==> config.mk <==
export PLATFORM = sky130hd
export DESIGN_NAME = dsg_regs
export DESIGN_NICKNAME = d
export VERILOG_FILES = /design/src/hw/dsg_pkg.sv /design/src/hw/dsg_regs.sv
export SDC_FILE = /design/constraint.sdc
export NUM_CORES = 1
export LEC_CHECK = 0
export BUFFER_PORTS_ARGS = -buffer_cell sky130_fd_sc_hd__buf_2
export CORE_UTILIZATION = 57
export CTS_CLUSTER_DIAMETER = 30
export DETAILED_ROUTE_END_ITERATION = 8
export GPL_ROUTABILITY_DRIVEN = 1
export PLACE_DENSITY_LB_ADDON = 0.3
export SYNTH_ARGS = -nofsm -noshare
export SYNTH_HDL_FRONTEND = slang
export SYNTH_SLANG_ARGS = --single-unit
==> constraint.sdc <==
create_clock -name aclk -period 3.95 [get_ports aclk]
set_clock_uncertainty 0.1 [all_clocks]
set_input_delay 0.1975 -clock aclk [delete_from_list [all_inputs] [get_ports aclk]]
set_output_delay 0.1975 -clock aclk [all_outputs]
set_load 0.01 [all_outputs]
==> src/hw/dsg_pkg.sv <==
// Package for the deserializer status and pin configuration register bank.
// Assumes a 32-bit AXI4-Lite register bus; each register index is one word.
package dsg_pkg;

  // Register indices; byte address = 4 * index
  localparam logic [5:0] IDX_FREQ_COUNT  = 6'h1b;
  localparam logic [5:0] IDX_GEN_STATUS  = 6'h1c;
  localparam logic [5:0] IDX_PIN0_CFG    = 6'h1d;
  localparam logic [5:0] IDX_PIN12_CFG   = 6'h1e;
  localparam logic [5:0] IDX_PIN3_CFG    = 6'h1f;
  localparam logic [5:0] IDX_PORT_SEL    = 6'h30;
  localparam logic [5:0] IDX_IRQ_STATUS  = 6'h31;
  localparam logic [5:0] IDX_IRQ_CLEAR   = 6'h32;
  localparam logic [5:0] IDX_IRQ_ENABLE  = 6'h33;
  localparam logic [5:0] IDX_PIN_LEVELS  = 6'h34;

  // General status bit positions
  localparam int unsigned ST_LOCK_BIT    = 0;
  localparam int unsigned ST_SIGDET_BIT  = 1;
  localparam int unsigned ST_AUDIO_BIT   = 3;
  localparam int unsigned ST_RX_DUAL_BIT = 4;
  localparam int unsigned ST_TX_DUAL_BIT = 5;

  // Interrupt event bit positions
  localparam int unsigned EV_LOCK_BIT    = 0;
  localparam int unsigned EV_SIGDET_BIT  = 1;
  localparam int unsigned EV_FREQ_BIT    = 2;
  localparam int unsigned EV_W           = 3;

  // Pin configuration nibble: value, remote, direction, enable
  typedef struct packed {
    logic local_value;
    logic remote_control;
    logic direction;
    logic function_enable;
  } dsg_pin_cfg_t;

  // Reset values of the pin nibbles
  localparam dsg_pin_cfg_t PIN0_RST = 4'h3;
  localparam dsg_pin_cfg_t PIN1_RST = 4'h3;
  localparam dsg_pin_cfg_t PIN2_RST = 4'h0;
  localparam dsg_pin_cfg_t PIN3_RST = 4'h2;

  // Link and audio status inputs
  typedef struct packed {
    logic transmit_two_link_flag;
    logic receive_two_link_flag;
    logic audio_pll_locked;
    logic serial_detect;
    logic lock_ch_b;
    logic lock_ch_a;
  } dsg_link_status_t;

  // Periods in ns
  localparam int unsigned CLK_PERIOD_NS = 100;
  localparam int unsigned OSC_PERIOD_NS = 50;
  localparam int unsigned OSC_CYCLES_RAW = OSC_PERIOD_NS / CLK_PERIOD_NS;
  localparam int unsigned OSC_CYCLES = (OSC_CYCLES_RAW < 1) ? 1 : OSC_CYCLES_RAW;

  // Bus responses
  localparam logic [1:0] RESP_OKAY   = 2'h0;
  localparam logic [1:0] RESP_SLVERR = 2'h2;

endpackage

==> src/hw/dsg_regs.sv <==
// Register bank for deserializer status, pixel clock frequency counter and
// the first four general purpose pins of both pin ports.
// Assumes AXI4-Lite on aclk; pixel clock and pads asynchronous.
//
// Implementation choice: register access over AXI4-Lite.
`timescale 1ns/1ps

module dsg_regs #(
  parameter int unsigned  ADDR_W   = 8,
  parameter logic [3:0]   REVISION = 4'ha  // Arbitrary value
) (
  // Clock and reset
  input  wire logic                       aclk,
  input  wire logic                       aresetn,
  // AXI4-Lite write address and data
  input  wire logic [ADDR_W-1:0]          s_axi_awaddr,
  input  wire logic                       s_axi_awvalid,
  output logic                            s_axi_awready,
  input  wire logic [31:0]                s_axi_wdata,
  input  wire logic [3:0]                 s_axi_wstrb,
  input  wire logic                       s_axi_wvalid,
  output logic                            s_axi_wready,
  // AXI4-Lite write response
  output logic [1:0]                      s_axi_bresp,
  output logic                            s_axi_bvalid,
  input  wire logic                       s_axi_bready,
  // AXI4-Lite read
  input  wire logic [ADDR_W-1:0]          s_axi_araddr,
  input  wire logic                       s_axi_arvalid,
  output logic                            s_axi_arready,
  output logic [31:0]                     s_axi_rdata,
  output logic [1:0]                      s_axi_rresp,
  output logic                            s_axi_rvalid,
  input  wire logic                       s_axi_rready,
  // Status inputs and pixel clock
  input  wire dsg_pkg::dsg_link_status_t  link_status,
  input  wire logic                       pixel_clock,
  // Pin sources: [3:0] primary pins, [7:4] second port pins
  input  wire logic [7:0]                 functional_value,
  input  wire logic [7:0]                 remote_value,
  // Pads
  input  wire logic [7:0]                 pad_in,
  output logic [7:0]                      pad_out,
  output logic [7:0]                      pad_oe,
  // Interrupt
  output logic                            irq
);

  initial begin
    if (ADDR_W < 8 || ADDR_W > 32) begin
      $error("dsg_regs: ADDR_W must be 8..32");
    end
  end

  // Register index of a byte address
  function automatic logic [5:0] reg_index(input logic [ADDR_W-1:0] addr);
    reg_index = ((addr >> 8) == '0) ? addr[7:2] : 6'h3f;
  endfunction

  // Synchronisers for asynchronous inputs
  logic [5:0] stat_s1_reg, stat_s2_reg;
  logic [7:0] pad_s1_reg, pad_s2_reg;
  logic       pix_s1_reg, pix_s2_reg, pix_s3_reg;

  always_ff @(posedge aclk) begin
    if (!aresetn) begin
      stat_s1_reg <= 6'h00;
      stat_s2_reg <= 6'h00;
      pad_s1_reg  <= 8'h00;
      pad_s2_reg  <= 8'h00;
      pix_s1_reg  <= 1'b0;
      pix_s2_reg  <= 1'b0;
      pix_s3_reg  <= 1'b0;
    end else begin
      stat_s1_reg <= link_status;
      stat_s2_reg <= stat_s1_reg;
      pad_s1_reg  <= pad_in;
      pad_s2_reg  <= pad_s1_reg;
      pix_s1_reg  <= pixel_clock;
      pix_s2_reg  <= pix_s1_reg;
      pix_s3_reg  <= pix_s2_reg;
    end
  end

  dsg_pkg::dsg_link_status_t st;
  logic [7:0] gen_status;
  logic       pix_edge;

  // General status assembly, reserved bits zero
  always_comb begin
    st         = stat_s2_reg;
    gen_status = 8'h00;
    gen_status[dsg_pkg::ST_TX_DUAL_BIT] = st.transmit_two_link_flag;
    gen_status[dsg_pkg::ST_RX_DUAL_BIT] = st.receive_two_link_flag;
    gen_status[dsg_pkg::ST_AUDIO_BIT]   = st.audio_pll_locked;
    gen_status[dsg_pkg::ST_SIGDET_BIT]  = st.serial_detect;
    gen_status[dsg_pkg::ST_LOCK_BIT]    =
      st.lock_ch_a & (st.lock_ch_b | ~st.receive_two_link_flag);
    pix_edge = pix_s2_reg & ~pix_s3_reg;
  end

  // AXI4-Lite write channel state
  logic              aw_hold_reg, aw_hold_next;
  logic              w_hold_reg, w_hold_next;
  logic [5:0]        widx_reg, widx_next;
  logic [7:0]        wdata_reg, wdata_next;
  logic              wlane_reg, wlane_next;
  logic              bvalid_reg, bvalid_next;
  logic [1:0]        bresp_reg, bresp_next;
  logic              do_write;
  logic              wr_hit;

  always_comb begin
    s_axi_awready = ~aw_hold_reg & ~bvalid_reg;
    s_axi_wready  = ~w_hold_reg & ~bvalid_reg;
    do_write      = aw_hold_reg & w_hold_reg;
    aw_hold_next  = aw_hold_reg;
    w_hold_next   = w_hold_reg;
    widx_next     = widx_reg;
    wdata_next    = wdata_reg;
    wlane_next    = wlane_reg;
    bvalid_next   = bvalid_reg;
    bresp_next    = bresp_reg;
    case (widx_reg)
      dsg_pkg::IDX_FREQ_COUNT, dsg_pkg::IDX_PIN0_CFG, dsg_pkg::IDX_PIN12_CFG,
      dsg_pkg::IDX_PIN3_CFG, dsg_pkg::IDX_PORT_SEL, dsg_pkg::IDX_IRQ_CLEAR,
      dsg_pkg::IDX_IRQ_ENABLE: wr_hit = 1'b1;
      default: wr_hit = 1'b0;
    endcase
    if (s_axi_awvalid && s_axi_awready) begin
      aw_hold_next = 1'b1;
      widx_next    = reg_index(s_axi_awaddr);
    end
    if (s_axi_wvalid && s_axi_wready) begin
      w_hold_next = 1'b1;
      wdata_next  = s_axi_wdata[7:0];
      wlane_next  = s_axi_wstrb[0];
    end
    // Apply write once both halves held
    if (do_write) begin
      aw_hold_next = 1'b0;
      w_hold_next  = 1'b0;
      bvalid_next  = 1'b1;
      bresp_next   = wr_hit ? dsg_pkg::RESP_OKAY : dsg_pkg::RESP_SLVERR;
    end else if (bvalid_reg && s_axi_bready) begin
      bvalid_next = 1'b0;
    end
  end

  always_ff @(posedge aclk) begin
    if (!aresetn) begin
      aw_hold_reg <= 1'b0;
      w_hold_reg  <= 1'b0;
      widx_reg    <= 6'h00;
      wdata_reg   <= 8'h00;
      wlane_reg   <= 1'b0;
      bvalid_reg  <= 1'b0;
      bresp_reg   <= 2'h0;
    end else begin
      aw_hold_reg <= aw_hold_next;
      w_hold_reg  <= w_hold_next;
      widx_reg    <= widx_next;
      wdata_reg   <= wdata_next;
      wlane_reg   <= wlane_next;
      bvalid_reg  <= bvalid_next;
      bresp_reg   <= bresp_next;
    end
  end

  assign s_axi_bvalid = bvalid_reg;
  assign s_axi_bresp  = bresp_reg;

  // Write strobe per register, low byte lane only
  function automatic logic wr_to(input logic [5:0] idx);
    wr_to = do_write & wlane_reg & (widx_reg == idx);
  endfunction

  // Pin banks, port select, interrupt control
  dsg_pkg::dsg_pin_cfg_t cfg_reg [2][4];
  dsg_pkg::dsg_pin_cfg_t cfg_next [2][4];
  logic                  sel_reg, sel_next;
  logic [dsg_pkg::EV_W-1:0] irq_st_reg, irq_st_next;
  logic [dsg_pkg::EV_W-1:0] irq_en_reg, irq_en_next;
  logic [dsg_pkg::EV_W-1:0] events;
  logic                  prev_lock_reg, prev_sig_reg;
  logic                  freq_done;

  always_comb begin
    cfg_next    = cfg_reg;
    sel_next    = sel_reg;
    irq_en_next = irq_en_reg;
    if (wr_to(dsg_pkg::IDX_PORT_SEL)) begin
      sel_next = wdata_reg[0];
    end
    if (wr_to(dsg_pkg::IDX_PIN0_CFG)) begin
      cfg_next[sel_reg][0] = wdata_reg[3:0];
    end
    // pin 1 low nibble, pin 2 high nibble
    if (wr_to(dsg_pkg::IDX_PIN12_CFG)) begin
      cfg_next[sel_reg][1] = wdata_reg[3:0];
      cfg_next[sel_reg][2] = wdata_reg[7:4];
    end
    if (wr_to(dsg_pkg::IDX_PIN3_CFG)) begin
      cfg_next[sel_reg][3] = wdata_reg[3:0];
    end
    if (wr_to(dsg_pkg::IDX_IRQ_ENABLE)) begin
      irq_en_next = wdata_reg[dsg_pkg::EV_W-1:0];
    end
    // Sticky events; set wins over clear
    events = '0;
    events[dsg_pkg::EV_LOCK_BIT]   = gen_status[dsg_pkg::ST_LOCK_BIT] ^ prev_lock_reg;
    events[dsg_pkg::EV_SIGDET_BIT] = gen_status[dsg_pkg::ST_SIGDET_BIT] ^ prev_sig_reg;
    events[dsg_pkg::EV_FREQ_BIT]   = freq_done;
    irq_st_next = irq_st_reg;
    if (wr_to(dsg_pkg::IDX_IRQ_CLEAR)) begin
      irq_st_next = irq_st_next & ~wdata_reg[dsg_pkg::EV_W-1:0];
    end
    irq_st_next = irq_st_next | events;
  end

  always_ff @(posedge aclk) begin
    if (!aresetn) begin
      for (int b = 0; b < 2; b++) begin
        cfg_reg[b][0] <= dsg_pkg::PIN0_RST;
        cfg_reg[b][1] <= dsg_pkg::PIN1_RST;
        cfg_reg[b][2] <= dsg_pkg::PIN2_RST;
        cfg_reg[b][3] <= dsg_pkg::PIN3_RST;
      end
      sel_reg       <= 1'b0;
      irq_st_reg    <= '0;
      irq_en_reg    <= '0;
      prev_lock_reg <= 1'b0;
      prev_sig_reg  <= 1'b0;
    end else begin
      cfg_reg       <= cfg_next;
      sel_reg       <= sel_next;
      irq_st_reg    <= irq_st_next;
      irq_en_reg    <= irq_en_next;
      prev_lock_reg <= gen_status[dsg_pkg::ST_LOCK_BIT];
      prev_sig_reg  <= gen_status[dsg_pkg::ST_SIGDET_BIT];
    end
  end

  assign irq = |(irq_st_reg & irq_en_reg);

  // Frequency counter
  typedef enum logic {DSG_FC_IDLE, DSG_FC_COUNT} dsg_fc_state_t;
  dsg_fc_state_t fc_state_reg, fc_state_next;
  logic [7:0]    interval_reg, interval_next;
  logic [7:0]    edges_reg, edges_next;
  logic [$clog2(dsg_pkg::OSC_CYCLES+1)-1:0] osc_div_reg, osc_div_next;
  logic          osc_tick;

  always_comb begin
    fc_state_next = fc_state_reg;
    interval_next = interval_reg;
    edges_next    = edges_reg;
    osc_div_next  = osc_div_reg;
    freq_done     = 1'b0;
    osc_tick      = (osc_div_reg == '0);
    case (fc_state_reg)
      DSG_FC_IDLE: begin
        osc_div_next = '0;
      end
      DSG_FC_COUNT: begin
        if (pix_edge && edges_reg != 8'hff) begin
          edges_next = edges_reg + 8'h01;
        end
        // Oscillator period divider
        osc_div_next = osc_tick ? 
          ($bits(osc_div_reg))'(dsg_pkg::OSC_CYCLES - 1) : osc_div_reg - 1'b1;
        if (osc_tick) begin
          interval_next = interval_reg - 8'h01;
          if (interval_reg == 8'h01) begin
            fc_state_next = DSG_FC_IDLE;
            freq_done     = 1'b1;
          end
        end
      end
      default: fc_state_next = DSG_FC_IDLE;
    endcase
    if (wr_to(dsg_pkg::IDX_FREQ_COUNT)) begin
      edges_next    = 8'h00;
      interval_next = wdata_reg;
      osc_div_next  = ($bits(osc_div_reg))'(dsg_pkg::OSC_CYCLES - 1);
      fc_state_next = (wdata_reg == 8'h00) ? DSG_FC_IDLE : DSG_FC_COUNT;
    end
  end

  always_ff @(posedge aclk) begin
    if (!aresetn) begin
      fc_state_reg <= DSG_FC_IDLE;
      interval_reg <= 8'h00;
      edges_reg    <= 8'h00;
      osc_div_reg  <= '0;
    end else begin
      fc_state_reg <= fc_state_next;
      interval_reg <= interval_next;
      edges_reg    <= edges_next;
      osc_div_reg  <= osc_div_next;
    end
  end

  // AXI4-Lite read channel
  logic        rvalid_reg, rvalid_next;
  logic [31:0] rdata_reg, rdata_next;
  logic [1:0]  rresp_reg, rresp_next;
  logic [5:0]  ridx;

  always_comb begin
    s_axi_arready = ~rvalid_reg;
    ridx          = reg_index(s_axi_araddr);
    rvalid_next   = rvalid_reg;
    rdata_next    = rdata_reg;
    rresp_next    = rresp_reg;
    if (s_axi_arvalid && s_axi_arready) begin
      rvalid_next = 1'b1;
      rdata_next  = '0;
      rresp_next  = dsg_pkg::RESP_OKAY;
      case (ridx)
        dsg_pkg::IDX_FREQ_COUNT: rdata_next[7:0] = edges_reg;
        dsg_pkg::IDX_GEN_STATUS: rdata_next[7:0] = gen_status;
        dsg_pkg::IDX_PIN0_CFG:   rdata_next[7:0] = {REVISION, cfg_reg[sel_reg][0]};
        dsg_pkg::IDX_PIN12_CFG:  rdata_next[7:0] = {cfg_reg[sel_reg][2], cfg_reg[sel_reg][1]};
        dsg_pkg::IDX_PIN3_CFG:   rdata_next[7:0] = {4'h0, cfg_reg[sel_reg][3]};
        dsg_pkg::IDX_PORT_SEL:   rdata_next[0]   = sel_reg;
        dsg_pkg::IDX_IRQ_STATUS: rdata_next[dsg_pkg::EV_W-1:0] = irq_st_reg;
        dsg_pkg::IDX_IRQ_CLEAR:  rdata_next      = '0;
        dsg_pkg::IDX_IRQ_ENABLE: rdata_next[dsg_pkg::EV_W-1:0] = irq_en_reg;
        dsg_pkg::IDX_PIN_LEVELS: rdata_next[7:0] = pad_s2_reg;
        default:                 rresp_next      = dsg_pkg::RESP_SLVERR;
      endcase
    end else if (rvalid_reg && s_axi_rready) begin
      rvalid_next = 1'b0;
    end
  end

  always_ff @(posedge aclk) begin
    if (!aresetn) begin
      rvalid_reg <= 1'b0;
      rdata_reg  <= '0;
      rresp_reg  <= 2'h0;
    end else begin
      rvalid_reg <= rvalid_next;
      rdata_reg  <= rdata_next;
      rresp_reg  <= rresp_next;
    end
  end

  assign s_axi_rvalid = rvalid_reg;
  assign s_axi_rdata  = rdata_reg;
  assign s_axi_rresp  = rresp_reg;

  // Pad drivers, one per pin of both ports
  logic [7:0] pad_out_reg, pad_out_next;
  logic [7:0] pad_oe_reg, pad_oe_next;

  for (genvar i = 0; i < 8; i++) begin : g_pad
    dsg_pkg::dsg_pin_cfg_t c;
    assign c = cfg_reg[i / 4][i % 4];
    always_comb begin
      if (c.remote_control) begin
        pad_oe_next[i]  = 1'b1;
        pad_out_next[i] = remote_value[i];
      end else begin
        case ({c.direction, c.function_enable})
          2'b00: begin
            pad_oe_next[i]  = 1'b1;
            pad_out_next[i] = functional_value[i];
          end
          2'b01: begin
            pad_oe_next[i]  = 1'b1;
            pad_out_next[i] = c.local_value;
          end
          default: begin
            pad_oe_next[i]  = 1'b0;
            pad_out_next[i] = 1'b0;
          end
        endcase
      end
    end
  end

  always_ff @(posedge aclk) begin
    if (!aresetn) begin
      pad_out_reg <= 8'h00;
      pad_oe_reg  <= 8'h00;
    end else begin
      pad_out_reg <= pad_out_next;
      pad_oe_reg  <= pad_oe_next;
    end
  end

  assign pad_out = pad_out_reg;
  assign pad_oe  = pad_oe_reg;

endmodule

Yosys cells after proc, flatten, opt, wreduce, memory -nomap -nowiden
Index checks and enable logic that the tools add are counted.

Output and inout bits: 58. Register bits after elaboration: 137. Input bits: 90. Logic and storage cells: 230.

Bitwise gates (word level): 29. Add/sub/neg operators: 3. Reductions and logical operators: 34. Eq/ne operators: 28. Multiplexer cells: 74. $lt $le $gt $ge: 2.

Operator list (count): $bwmux 32 (4); $mux 32 (3); $demux 16 s1 (4); $mux 16 (4); $eq 6x5->1 const B (9); $eq 6x6->1 const B (8); $mux 1 (38); $mux 8 (4); $pmux 5 s6 (1); $reduce_or 2->1 (10); $pmux 1 s2 (9); $eq 2x1->1 const B (8); $logic_not 2->1 (8); $pmux 2 s8 (1); $and 1x1->1 (13); $mux 12 (1); $reduce_or 10->1 (1); $pmux 1 s9 (1); $add 8x1->8 const B (1); $eq 8x1->1 const B (1); $logic_not 8->1 (1); $ne 8x8->1 const B (1); $not 1->1 (8); $sub 8x1->8 const B (1); other kinds (18) (30).

Depth between registers and ports, before layout
Gate-level depths: netlist of the first run.

Word-level depth: 12. Mapped depth: 7. Depth with buffers taken out: 7.

Worst setup path after synthesis of the first run
Ideal clock, no wire load.

Path type: flip-flop to flip-flop. Start: register sel_reg. End: register rdata_reg[5] (netlist: s_axi_rdata[5]). Data arrival time: 1.298 ns. Setup time: 0.144 ns. Cell stages (with the launch flop): 7. Period minus slack after synthesis: 1.542 ns. Buffers on the path: 2. Setup slack: 2.408 ns. Required time: 3.706 ns. Cells stage by stage: dfxtp_1 -> buf_2 -> buf_2 -> mux2i_1 -> nor3_1 -> a221oi_1 -> a41oi_1.

Longest elaborated chain between the ends: 5.

Ends and longest elaborated chain: start: declaration (line dsg_regs.sv:181) `logic sel_reg, sel_next;`; start signal: assignment (line dsg_regs.sv:236) `sel_reg <= sel_next;`; $not 1->2 (not written as such) (line dsg_regs.sv:324) `dsg_pkg::IDX_PIN12_CFG: rdata_next[7:0] = {cfg_reg[sel_reg][2], cfg_reg[sel_reg][1]};`; $mux 16 (3 in a row); $pmux 5 s6 (line dsg_regs.sv:320) `case (ridx)`; end signal: assignment (line dsg_regs.sv:345) `rdata_reg <= rdata_next;`; end: declaration (line dsg_regs.sv:306) `logic [31:0] rdata_reg, rdata_next;`.

Every way passes these cells. The select of a mux whose other input is x is not followed. A chain may end at the register's enable or synchronous reset.

Final worst setup path of the first run
Start: register sel_reg. End: register cfg_reg[8] (netlist name).

Longest elaborated chain between the ends: 10. Elaborated cells on any way between the ends: 16. Those cells by class: order compare: 2; mux: 12; bitwise: 1; reduce/logical: 1.

Ends and longest elaborated chain: $not 1->2 (not written as such) *; $ge 2x2->1 (not written as such) or $lt 2x1->1 (tied branches) (line dsg_regs.sv:200) `cfg_next[sel_reg][1] = wdata_reg[3:0];`; $logic_and 1x1->1 (not written as such) (line dsg_regs.sv:200); $mux 12 (not written as such) (line dsg_regs.sv:200); $demux 16 s1 (line dsg_regs.sv:200); $bwmux 32 (line dsg_regs.sv:200); $bwmux 32 (line dsg_regs.sv:201) `cfg_next[sel_reg][2] = wdata_reg[7:4];`; $mux 32 (line dsg_regs.sv:199) `if (wr_to(dsg_pkg::IDX_PIN12_CFG)) begin`; $bwmux 32 (line dsg_regs.sv:204) `cfg_next[sel_reg][3] = wdata_reg[3:0];`; $mux 32 * (line dsg_regs.sv:203) `if (wr_to(dsg_pkg::IDX_PIN3_CFG)) begin`; end signal: indexed assignment (line dsg_regs.sv:224) `cfg_reg[b][0] <= dsg_pkg::PIN0_RST;`; end signal: indexed assignment (line dsg_regs.sv:225) `cfg_reg[b][1] <= dsg_pkg::PIN1_RST;`; end signal: indexed assignment (line dsg_regs.sv:226) `cfg_reg[b][2] <= dsg_pkg::PIN2_RST;`; end: declaration (line dsg_regs.sv:179) `dsg_pkg::dsg_pin_cfg_t cfg_reg [2][4];`.

Every way passes the cells marked *; elsewhere a longest branch is shown, timed or not.

==> flow_metrics.tcl, run 1 <==
set metrics [dict create \
    start_kind "register" \
    total_of_max_cap_violations 0 \
    synthMostInstantiatedCell "sky130_fd_sc_hd__dfxtp_1" \
    synthTopCellsByArea "sky130_fd_sc_hd__dfxtp_1 (45%), sky130_fd_sc_hd__mux2i_1 (8.7%), sky130_fd_sc_hd__and2_1 (3.8%), sky130_fd_sc_hd__nor2b_1 (3.7%), sky130_fd_sc_hd__nand2_1 (3.6%)" \
    grt_max_degree 123 \
    synth.ff_latch_count 134 \
    postSynth.asyncResetShare 0 \
    routedWlPerCell_um 15.5 \
    synth_edf_count 0 \
    drt_first_pass_iters 5 \
    synth_top_area_share 0.451 \
    r2r_start "sel_reg" \
    synth_flop_cell "sky130_fd_sc_hd__dfxtp_1" \
    core_region_area_sq_um 9950 \
    finalCriticalPeriod_ns 2.16 \
    synth.cells.most_frequent "sky130_fd_sc_hd__dfxtp_1 (134), sky130_fd_sc_hd__nand2_1 (57), sky130_fd_sc_hd__mux2i_1 (52)" \
    timing_hold_violations_final 0 \
    timing.critical_path.to "cfg_reg[8]" \
    post_cts.resized_instances 0 \
    run_status "completed" \
    static-leakage-power_nw 3.18 \
    timing.critical_path.slowest_stage_cell "sky130_fd_sc_hd__dfxtp_1" \
    hold_class "in2reg" \
    worst-endpoint-arrival_ns 2.45 \
    yosysSeqAreaShare 0.451 \
    post-synth-top-area-cell "sky130_fd_sc_hd__dfxtp_1" \
    storage_element_area_sq_um 2680 \
    relSlewSlack 0.373 \
    design.portCount 148 \
    cts.reportedPaths.clkPinSlew_ns 0.06 \
    drt_antenna_net_count 0 \
    worst_hold_path_cell_count 4 \
    post_synth_num_cell_types 67 \
    cts_made_buffers 17 \
    max_freq_mhz 464 \
    globalRouteTotalUtil 0.265 \
    grt_pass1_wl_um 22700 \
    first_global_vias 4799 \
    reg2reg_to "cfg_reg[8]" \
    grt_antenna_before_repair 0 \
    crit_end_element "register" \
    tritoncts "built" \
    synthCells 616 \
    io_buffers 90 \
    vdd.ir_drop.worst_mv 0.268 \
    grt_setup_unrepaired "no" \
    synth_area_per_cell_sq_um 9.66 \
    final_layout_size_suffix_gt1_frac 0.189 \
    startpoint "sel_reg" \
    fillCellCount 696 \
    route.detailed.drc 0 \
    worst-slew-pin-transition_ns 0.939 \
    worst_skew_pair.late_latency_ns 0.53 \
    critical_path.max_fanout 18 \
    die_width_um 104 \
    path_cells "nand4_4 > nor2_8 > mux2i_1 > nand2_1" \
    start_util 0.598 \
    routability_congestion 0.861 \
    wirelength_um 13800 \
    die-height_um 104 \
    drv_slew 0 \
    num_antenna_cells 0 \
    synth-warning-count 0 \
    tritoncts_num_sinks 134 \
    vias_per_cell 5.44 \
    regToRegSetupSlack_ns 1.79 \
    timing.setup.critical_path_class "reg2reg" \
    route.vias.total 4832 \
    finalSetupViolCount 0 \
    totalNegativeSetupSlack_ns 0 \
    syn-cell-area_sq_um 5950 \
    drt_iter0_drc 314 \
    layout.nets 836 \
    worstRegToRegCells 4 \
    die_outline_area_sq_um 10900 \
    root_buffer "sky130_fd_sc_hd__clkbuf_8" \
    cts_buffer_depth 2 \
    grt_overflow_total 0 \
    power-per-cell-area_nw_per_um2 431 \
    flip_flop_count_of_the_largest_register_after_layout 32 \
    cts_htree_levels 4 \
    dp_hpwl_um 8750 \
    multiInputGateArea_sq_um 2950 \
    layout-area-overhead-vs-synth_pct 24.7 \
    worstPathRequired_ns 4.25 \
    placement_rows 36 \
    period_share 0.546 \
    whs_ns 0.0546 \
    critical_path.max_stage_delay_ns 0.93 \
]
==> through the flow <==
step                      utilization  setup WS (ns)  instances  cell area, sq um  power, mW
after floorplan                     -           2.41        641              6050       1.58
after global placement          0.637           1.86        808              6340       1.62
after detailed placement        0.637           1.80        808              6340       1.63
after CTS                       0.745           1.78        889              7420       3.21
after global routing            0.745           1.68        889              7420       3.30
final                           0.745           1.79        889              7420       3.20
==> where the power goes <==
group | switching [mW] | internal (mW)
Combinational | 0.111 | 0.106
Sequential | 0.0352 | 1.39
Clock | 0.577 | 0.980
Total | 0.724 | 2.48
==> how the worst min path moves through the flow <==
stage	slack [ns]	startpoint	end
finish	0.05	s_axi_wvalid	wdata_reg[4]
global route	0.07	aresetn	cfg_reg[9]
CTS	0.04	aresetn	cfg_reg[9]
detailed placement	0.31	link_status[1]	stat_s1_reg[1]
global placement	0.30	link_status[0]	stat_s1_reg[0]
floorplan	0.22	pad_in[0]	pad_s1_reg[0]
==> cells by family after synthesis <==
group                      share of synthesized area
and+or+nand+nor                                0.219
DFF                                            0.451
AOI/OAI and AO/OA                              0.130
buffers and inverters                         0.0692
muxes                                         0.0988
xor gates and xnor gates                      0.0235
adders and majority gates                    0.00799
other                                       0.000630
==> area by class of cell <==
class,instances,share of cell area
Multi-Input combinational cell,432,0.398
Sequential cell,134,0.362
Timing Repair Buffer,140,0.130
Clock buffer,21,0.0592
Tap cell,133,0.0224
Clock inverter,11,0.0204
Inverter,18,0.00911
==> timing repair <==
| item | 4_1_cts | 5_1_grt |
|---|---|---|
| hold endpoints to repair | 40 | 0 |
| buffers inserted | 0 | 0 |
| hold buffers | 49 | 0 |
==> per-layer routing <==
metal,GRT usage,vias to the layer above,share of wire
met5,0,-,0
met2,0.450,182,0.49
met4,0.149,0,0.032
li1,-,2332,-
met3,0.0564,39,0.052
met1,0.309,2279,0.42
==> critical path: cells and delay by family, from the launching register on <==
family	cells	cell delay, ns
AND/OR/NAND/NOR	3	0.77
flip-flops	1	0.93
multiplexers	1	0.22
==> cells in the final DEF (no fill, tap or decap), types with 19 or more instances in the layout <==
| cell type | synthesis | routed |
|---|---|---|
| sky130_fd_sc_hd__buf_2 | 8 | 90 |
| sky130_fd_sc_hd__a21boi_0 | 19 | 19 |
| sky130_fd_sc_hd__conb_1 | 1 | 26 |
| sky130_fd_sc_hd__nor2_1 | 28 | 28 |
| sky130_fd_sc_hd__and2_1 | 36 | 36 |
| sky130_fd_sc_hd__o21ai_0 | 25 | 25 |
| sky130_fd_sc_hd__mux2i_1 | 52 | 52 |
| sky130_fd_sc_hd__dlygate4sd3_1 | 0 | 49 |
| sky130_fd_sc_hd__nor2b_1 | 35 | 35 |
| sky130_fd_sc_hd__dfxtp_1 | 134 | 134 |
| sky130_fd_sc_hd__nand2_1 | 57 | 57 |
No activity file was read; power rests on OpenSTA's default activity.
==> run 2, diff against run 1 <==
- CORE_UTILIZATION: 57 -> 53
- clock period: 3.95 -> 2.2 ns (I/O delays scaled with it)
==> run 2 against run 1 <==
Final cell count is 2.8% higher; non-clock buffer count grew 18; design area increased by 2.4%; clock power is 76% higher; sequential cell count did not move; first-iteration DRC count increased by 3.2%; combinational power up 90%; utilization fell by 4.8 points; sequential share of layout area down 0.84 points; critical path type is now in2reg.
==> flow_metrics.tcl, run 2 (synthesis gave the netlist of run 1 again) <==
set metrics [dict create \
    run_status "completed" \
    totalNegativeSetupSlack_ns 0 \
    route.vias.total 4831 \
    dp_hpwl_um 9190 \
    static-leakage-power_nw 3.28 \
    fillCellCount 796 \
    design.portCount 148 \
    vias_per_cell 5.29 \
    final_layout_size_suffix_gt1_frac 0.198 \
    die_outline_area_sq_um 11700 \
    route.detailed.drc 0 \
    final_common_cell "sky130_fd_sc_hd__dfxtp_1" \
    placed_instances 822 \
    crit_family "buffers and inverters" \
    critical_path.max_stage_delay_ns 0.58 \
    power.sequential.fraction 0.447 \
    p_total_mw 5.72 \
    io_buffers 90 \
    grt_pass1_wl_um 23100 \
    layoutNonFillerInstCount 914 \
    timing_hold_violations_final 0 \
    layout-area-overhead-vs-synth_pct 27.6 \
    final_critical_path_setup_slack_ns 0.130 \
    drt_iter0_drc 324 \
    detailed_place.area_sq_um 6410 \
    mostFrequentLayoutCells "sky130_fd_sc_hd__dfxtp_1 (134), sky130_fd_sc_hd__buf_2 (90), sky130_fd_sc_hd__dlygate4sd3_1 (60)" \
    worst_hold_startpoint "s_axi_araddr[2]" \
    grt_antenna_before_repair 0 \
    worst-slew-pin-transition_ns 0.691 \
    number_of_post_cts_setup_repair_buffers 0 \
    critical_path_buf_inv_count 5 \
    globalRouteTotalUtil 0.258 \
    routedWlPerCell_um 15.2 \
    final_cell_area_sq_um 7600 \
    worstRegToRegCells 5 \
    power-per-cell-area_nw_per_um2 753 \
    grt_max_degree 36 \
    period_share 0.941 \
    worstPathRequired_ns 2.57 \
    die_width_um 108 \
    wirelength_um 13900 \
    grt_overflow_total 0 \
    flip_flop_count_of_the_largest_register_after_layout 32 \
    reg2reg_to "wdata_reg[4]" \
    die-height_um 108 \
    start_kind "input port" \
    drt_first_pass_iters 5 \
    internal_power_mw 4.40 \
    cts_htree_levels 4 \
    hold_class "in2reg" \
    core_region_area_sq_um 10900 \
    num_antenna_cells 0 \
    critical_path.max_fanout 35 \
    cts_buffer_depth 2 \
    p_sw_mw 1.32 \
    worst_slack_after_detailed_placement_ns 0.397 \
    worst_skew_pair.late_latency_ns 0.53 \
    timing.critical_path.slowest_stage_cell "sky130_fd_sc_hd__dlygate4sd3_1" \
    grt_setup_unrepaired "no" \
    crit_end_element "register" \
    cts.reportedPaths.clkPinSlew_ns 0.06 \
    start_util 0.547 \
    max_freq_mhz 483 \
    tritoncts "built" \
    worst-endpoint-arrival_ns 2.44 \
    r2r_start "s_axi_bvalid" \
    first_global_vias 4736 \
    cts.hold.buffers_added 60 \
    relSlewSlack 0.535 \
    pwr-share-clk 0.480 \
    power.combinational.fraction 0.072 \
    finalSetupViolCount 0 \
    end_point_of_the_most_critical_hold_path "s_axi_rdata[3]" \
    path_cells "dlygate4sd3_1 > buf_2 > buf_4 > buf_4 > a21boi_0 > dlygate4sd3_1" \
    timing.setup.critical_path_class "in2reg" \
    vdd.ir_drop.worst_mv 0.518 \
    regToRegSetupSlack_ns 0.38 \
    layout.nets 854 \
    routability_congestion 0.833 \
    tritoncts_num_sinks 134 \
    root_buffer "sky130_fd_sc_hd__clkbuf_8" \
    worst_hold_path_cell_count 5 \
    drv_slew 0 \
    total_of_max_cap_violations 0 \
    post_cts.resized_instances 0 \
    placement_rows 38 \
    power.share.switching 0.230 \
    finalCriticalPeriod_ns 2.07 \
    drt_antenna_net_count 0 \
    cts_made_buffers 17 \
]
run 2: cell count changes in the layout (fill, tap and decap cells not counted), sizes merged:
cell / change
buf: +7
bufinv: -1
clkbuf: -1
clkinv: -1
clkinvlp: +3
dlygate4sd3: +11
run 2: worst max path at each step:
stage / to / depth (start not counted) / start
2_1_floorplan: s_axi_rdata[5] / 6 / sel_reg
3_3_place_gp: cfg_reg[8] / 5 / sel_reg
3_5_place_dp: cfg_reg[8] / 5 / sel_reg
4_1_cts: pad_out[6] / 6 / aresetn
5_1_grt: wdata_reg[4] / 6 / aresetn
6_report: wdata_reg[4] / 6 / aresetn
run 2: metrics by stage:
stage | hold WS [ns] | util
2_1_floorplan | 0.137 | -
3_3_place_gp | 0.216 | 0.589
3_5_place_dp | 0.218 | 0.589
4_1_cts | 0.0494 | 0.698
5_1_grt | 0.0880 | 0.698
6_report | 0.0709 | 0.698
run 2: final cells by class:
type	instances	area, sq um	share of cell area
Multi-Input combinational cell	432	2950	0.389
Sequential cell	134	2680	0.353
Timing Repair Buffer	158	1140	0.150
Clock buffer	20	455	0.0600
Tap cell	140	175	0.0231
Clock inverter	12	128	0.0168
Inverter	18	67.6	0.00889
run 2: power by group through the flow:
stage / sequential, mW / combinational (mW) / clock (mW)
after global routing: 2.56 / 0.457 / 2.91
after floorplan: 2.58 / 0.256 / 0
after CTS: 2.55 / 0.409 / 2.77
after global placement: 2.61 / 0.322 / 0
final: 2.56 / 0.414 / 2.75
after detailed placement: 2.61 / 0.330 / 0
run 2: per-layer routing:
layer | share of wire | vias up | global-route usage
met5 | 0 | - | 0
met1 | 0.44 | 2264 | 0.321
met2 | 0.49 | 173 | 0.431
met3 | 0.049 | 31 | 0.0591
met4 | 0.023 | 0 | 0.101
li1 | - | 2363 | -
run 2: worst register-to-register path, cell delays in order, from the launching register on:
cell and delay [ns]:
sky130_fd_sc_hd__dfxtp_1 0.33, sky130_fd_sc_hd__nor2_1 0.15, sky130_fd_sc_hd__and2_1 0.32, sky130_fd_sc_hd__nand2_1 0.09
sky130_fd_sc_hd__a21boi_0 0.20, sky130_fd_sc_hd__dlygate4sd3_1 0.58
==> run 3, diff against run 2 <==
- clock period: 2.2 -> 2 ns (I/O delays scaled with it)
==> run 3 against run 2 <==
Critical endpoint is now pad_out[4]; critical path depth unchanged; die area did not move; largest cell class unchanged; combinational power rose by 16%; critical path type unchanged; final cell count up 1.9%; via count up 2.2%; global-route usage grew 0.14 points; hold slack got worse by 0.015 ns.
==> flow_metrics.tcl, run 3 (synthesis gave the netlist of run 1 again) <==
set metrics [dict create \
    critical_path.max_fanout 30 \
    multiInputGateArea_sq_um 2950 \
    grt_setup_unrepaired "no" \
    period_share 0.914 \
    die-height_um 108 \
    vias_per_cell 5.30 \
    core_region_area_sq_um 10900 \
    grt_antenna_before_repair 0 \
    drt_antenna_net_count 0 \
    total_of_max_cap_violations 0 \
    routedWlPerCell_um 15.4 \
    mostFrequentLayoutCells "sky130_fd_sc_hd__dfxtp_1 (134), sky130_fd_sc_hd__buf_2 (89), sky130_fd_sc_hd__dlygate4sd3_1 (71)" \
    number_of_post_cts_setup_repair_buffers 0 \
    worst_skew_pair.late_latency_ns 0.53 \
    static-leakage-power_nw 3.37 \
    route.vias.total 4935 \
    dp_hpwl_um 9390 \
    layout-area-overhead-vs-synth_pct 30.5 \
    finalSetupViolCount 0 \
    num_antenna_cells 0 \
    fillCellCount 810 \
    timing.critical_path.slowest_stage_cell "sky130_fd_sc_hd__dlygate4sd3_1" \
    power-per-cell-area_nw_per_um2 830 \
    cts_buffer_depth 2 \
    p_total_mw 6.45 \
    worstPathRequired_ns 2.37 \
    run_status "completed" \
    regToRegSetupSlack_ns 0.19 \
    cts.reportedPaths.clkPinSlew_ns 0.06 \
    start_util 0.547 \
    routability_congestion 0.854 \
    globalRouteTotalUtil 0.259 \
    tritoncts_num_sinks 134 \
    cts_made_buffers 17 \
    relSlewSlack 0.578 \
    power.combinational.fraction 0.074 \
    io_buffers 90 \
    drt_first_pass_iters 7 \
    timing.setup.critical_path_class "in2reg" \
    drt_iter0_drc 291 \
    hold_class "in2reg" \
    pwr-share-clk 0.490 \
    grt_overflow_total 0 \
    cell_repeated_most_along_the_worst_path "sky130_fd_sc_hd__dlygate4sd3_1" \
    root_buffer "sky130_fd_sc_hd__clkbuf_8" \
    finalCriticalPeriod_ns 1.83 \
    crit_end_element "register" \
    path_cells "dlygate4sd3_1 > clkbuf_4 > buf_4 > a21boi_0 > o211a_1 > dlygate4sd3_1" \
    timing_hold_violations_final 0 \
    critical_path_buf_inv_count 4 \
    storage_element_area_sq_um 2680 \
    power.share.switching 0.227 \
    final_layout_size_suffix_gt1_frac 0.202 \
    tritoncts "built" \
    start_kind "input port" \
    first_global_vias 4746 \
    worst-slew-pin-transition_ns 0.628 \
    drv_slew 0 \
    crit_family "buffers and inverters" \
    power.sequential.fraction 0.436 \
    die_width_um 108 \
    cts_htree_levels 4 \
    design.portCount 148 \
    wirelength_um 14300 \
    grt_max_degree 38 \
    vdd.ir_drop.worst_mv 0.866 \
    final_common_cell "sky130_fd_sc_hd__dfxtp_1" \
    die_outline_area_sq_um 11700 \
    route.detailed.drc 0 \
    flip_flop_count_of_the_largest_register_after_layout 32 \
    grt_pass1_wl_um 23100 \
    placement_rows 38 \
    layout.nets 871 \
    max_freq_mhz 547 \
    internal_power_mw 4.98 \
    p_sw_mw 1.47 \
    critical_path.max_stage_delay_ns 0.53 \
    worst-endpoint-arrival_ns 2.20 \
    totalNegativeSetupSlack_ns 0 \
]
run 3: area by class of cell:
cell class | count | share of cell area
timing repair buffer | 175 | 0.165
sequential | 134 | 0.345
clock buffer | 20 | 0.0586
inverter | 18 | 0.00870
clock inverter | 12 | 0.0195
multi-input combinational | 432 | 0.380
tap | 140 | 0.0226
run 3: final timing paths:
check,startpoint,to,cells past startpoint
hold / removal,s_axi_araddr[6],s_axi_rdata[5],4
setup / recovery,aresetn,pad_out[4],6
hold reg to reg,stat_s1_reg[0],st[0],1
setup reg to reg,sel_reg,cfg_reg[8],5
run 3: worst register-to-register path: cells and delay by family (launching register included):
family	cells	cell delay, ns
mux	1	0.24
simple gates	3	0.61
flops	1	0.49
buf+inv	1	0.26
run 3: layer usage:
layer  up-vias  GRT usage  share of wire
li1       2401          -              -
met1      2331      0.303           0.42
met2       168      0.453           0.50
met3        35     0.0645          0.055
met4         0      0.102          0.022
met5         -          0              0
run 3: repair_timing:
item / in CTS / in global routing
endpoints found under the hold margin: 51 / 0
hold buffers: 71 / 0
resized for setup: 0 / 2
endpoints found under the setup margin: 0 / 10
run 3: stage by stage:
step	hold WS, ns	instances	area [sq um]	setup slack [ns]	util
finish	0.0562	931	7770	0.172	0.713
global route	0.0708	931	7770	0.0248	0.713
CTS	0.0287	931	7760	0.0574	0.713
detailed placement	0.211	828	6440	0.213	0.592
global placement	0.205	828	6440	0.257	0.592
floorplan	0.127	641	6050	0.458	-
run 3: power groups by stage:
stage	Combinational (mW)	Sequential [mW]	Clock, mW
floorplan	0.281	2.84	0
global placement	0.354	2.86	0
detailed placement	0.366	2.87	0
CTS	0.468	2.81	3.18
global route	0.526	2.82	3.30
finish	0.479	2.81	3.16
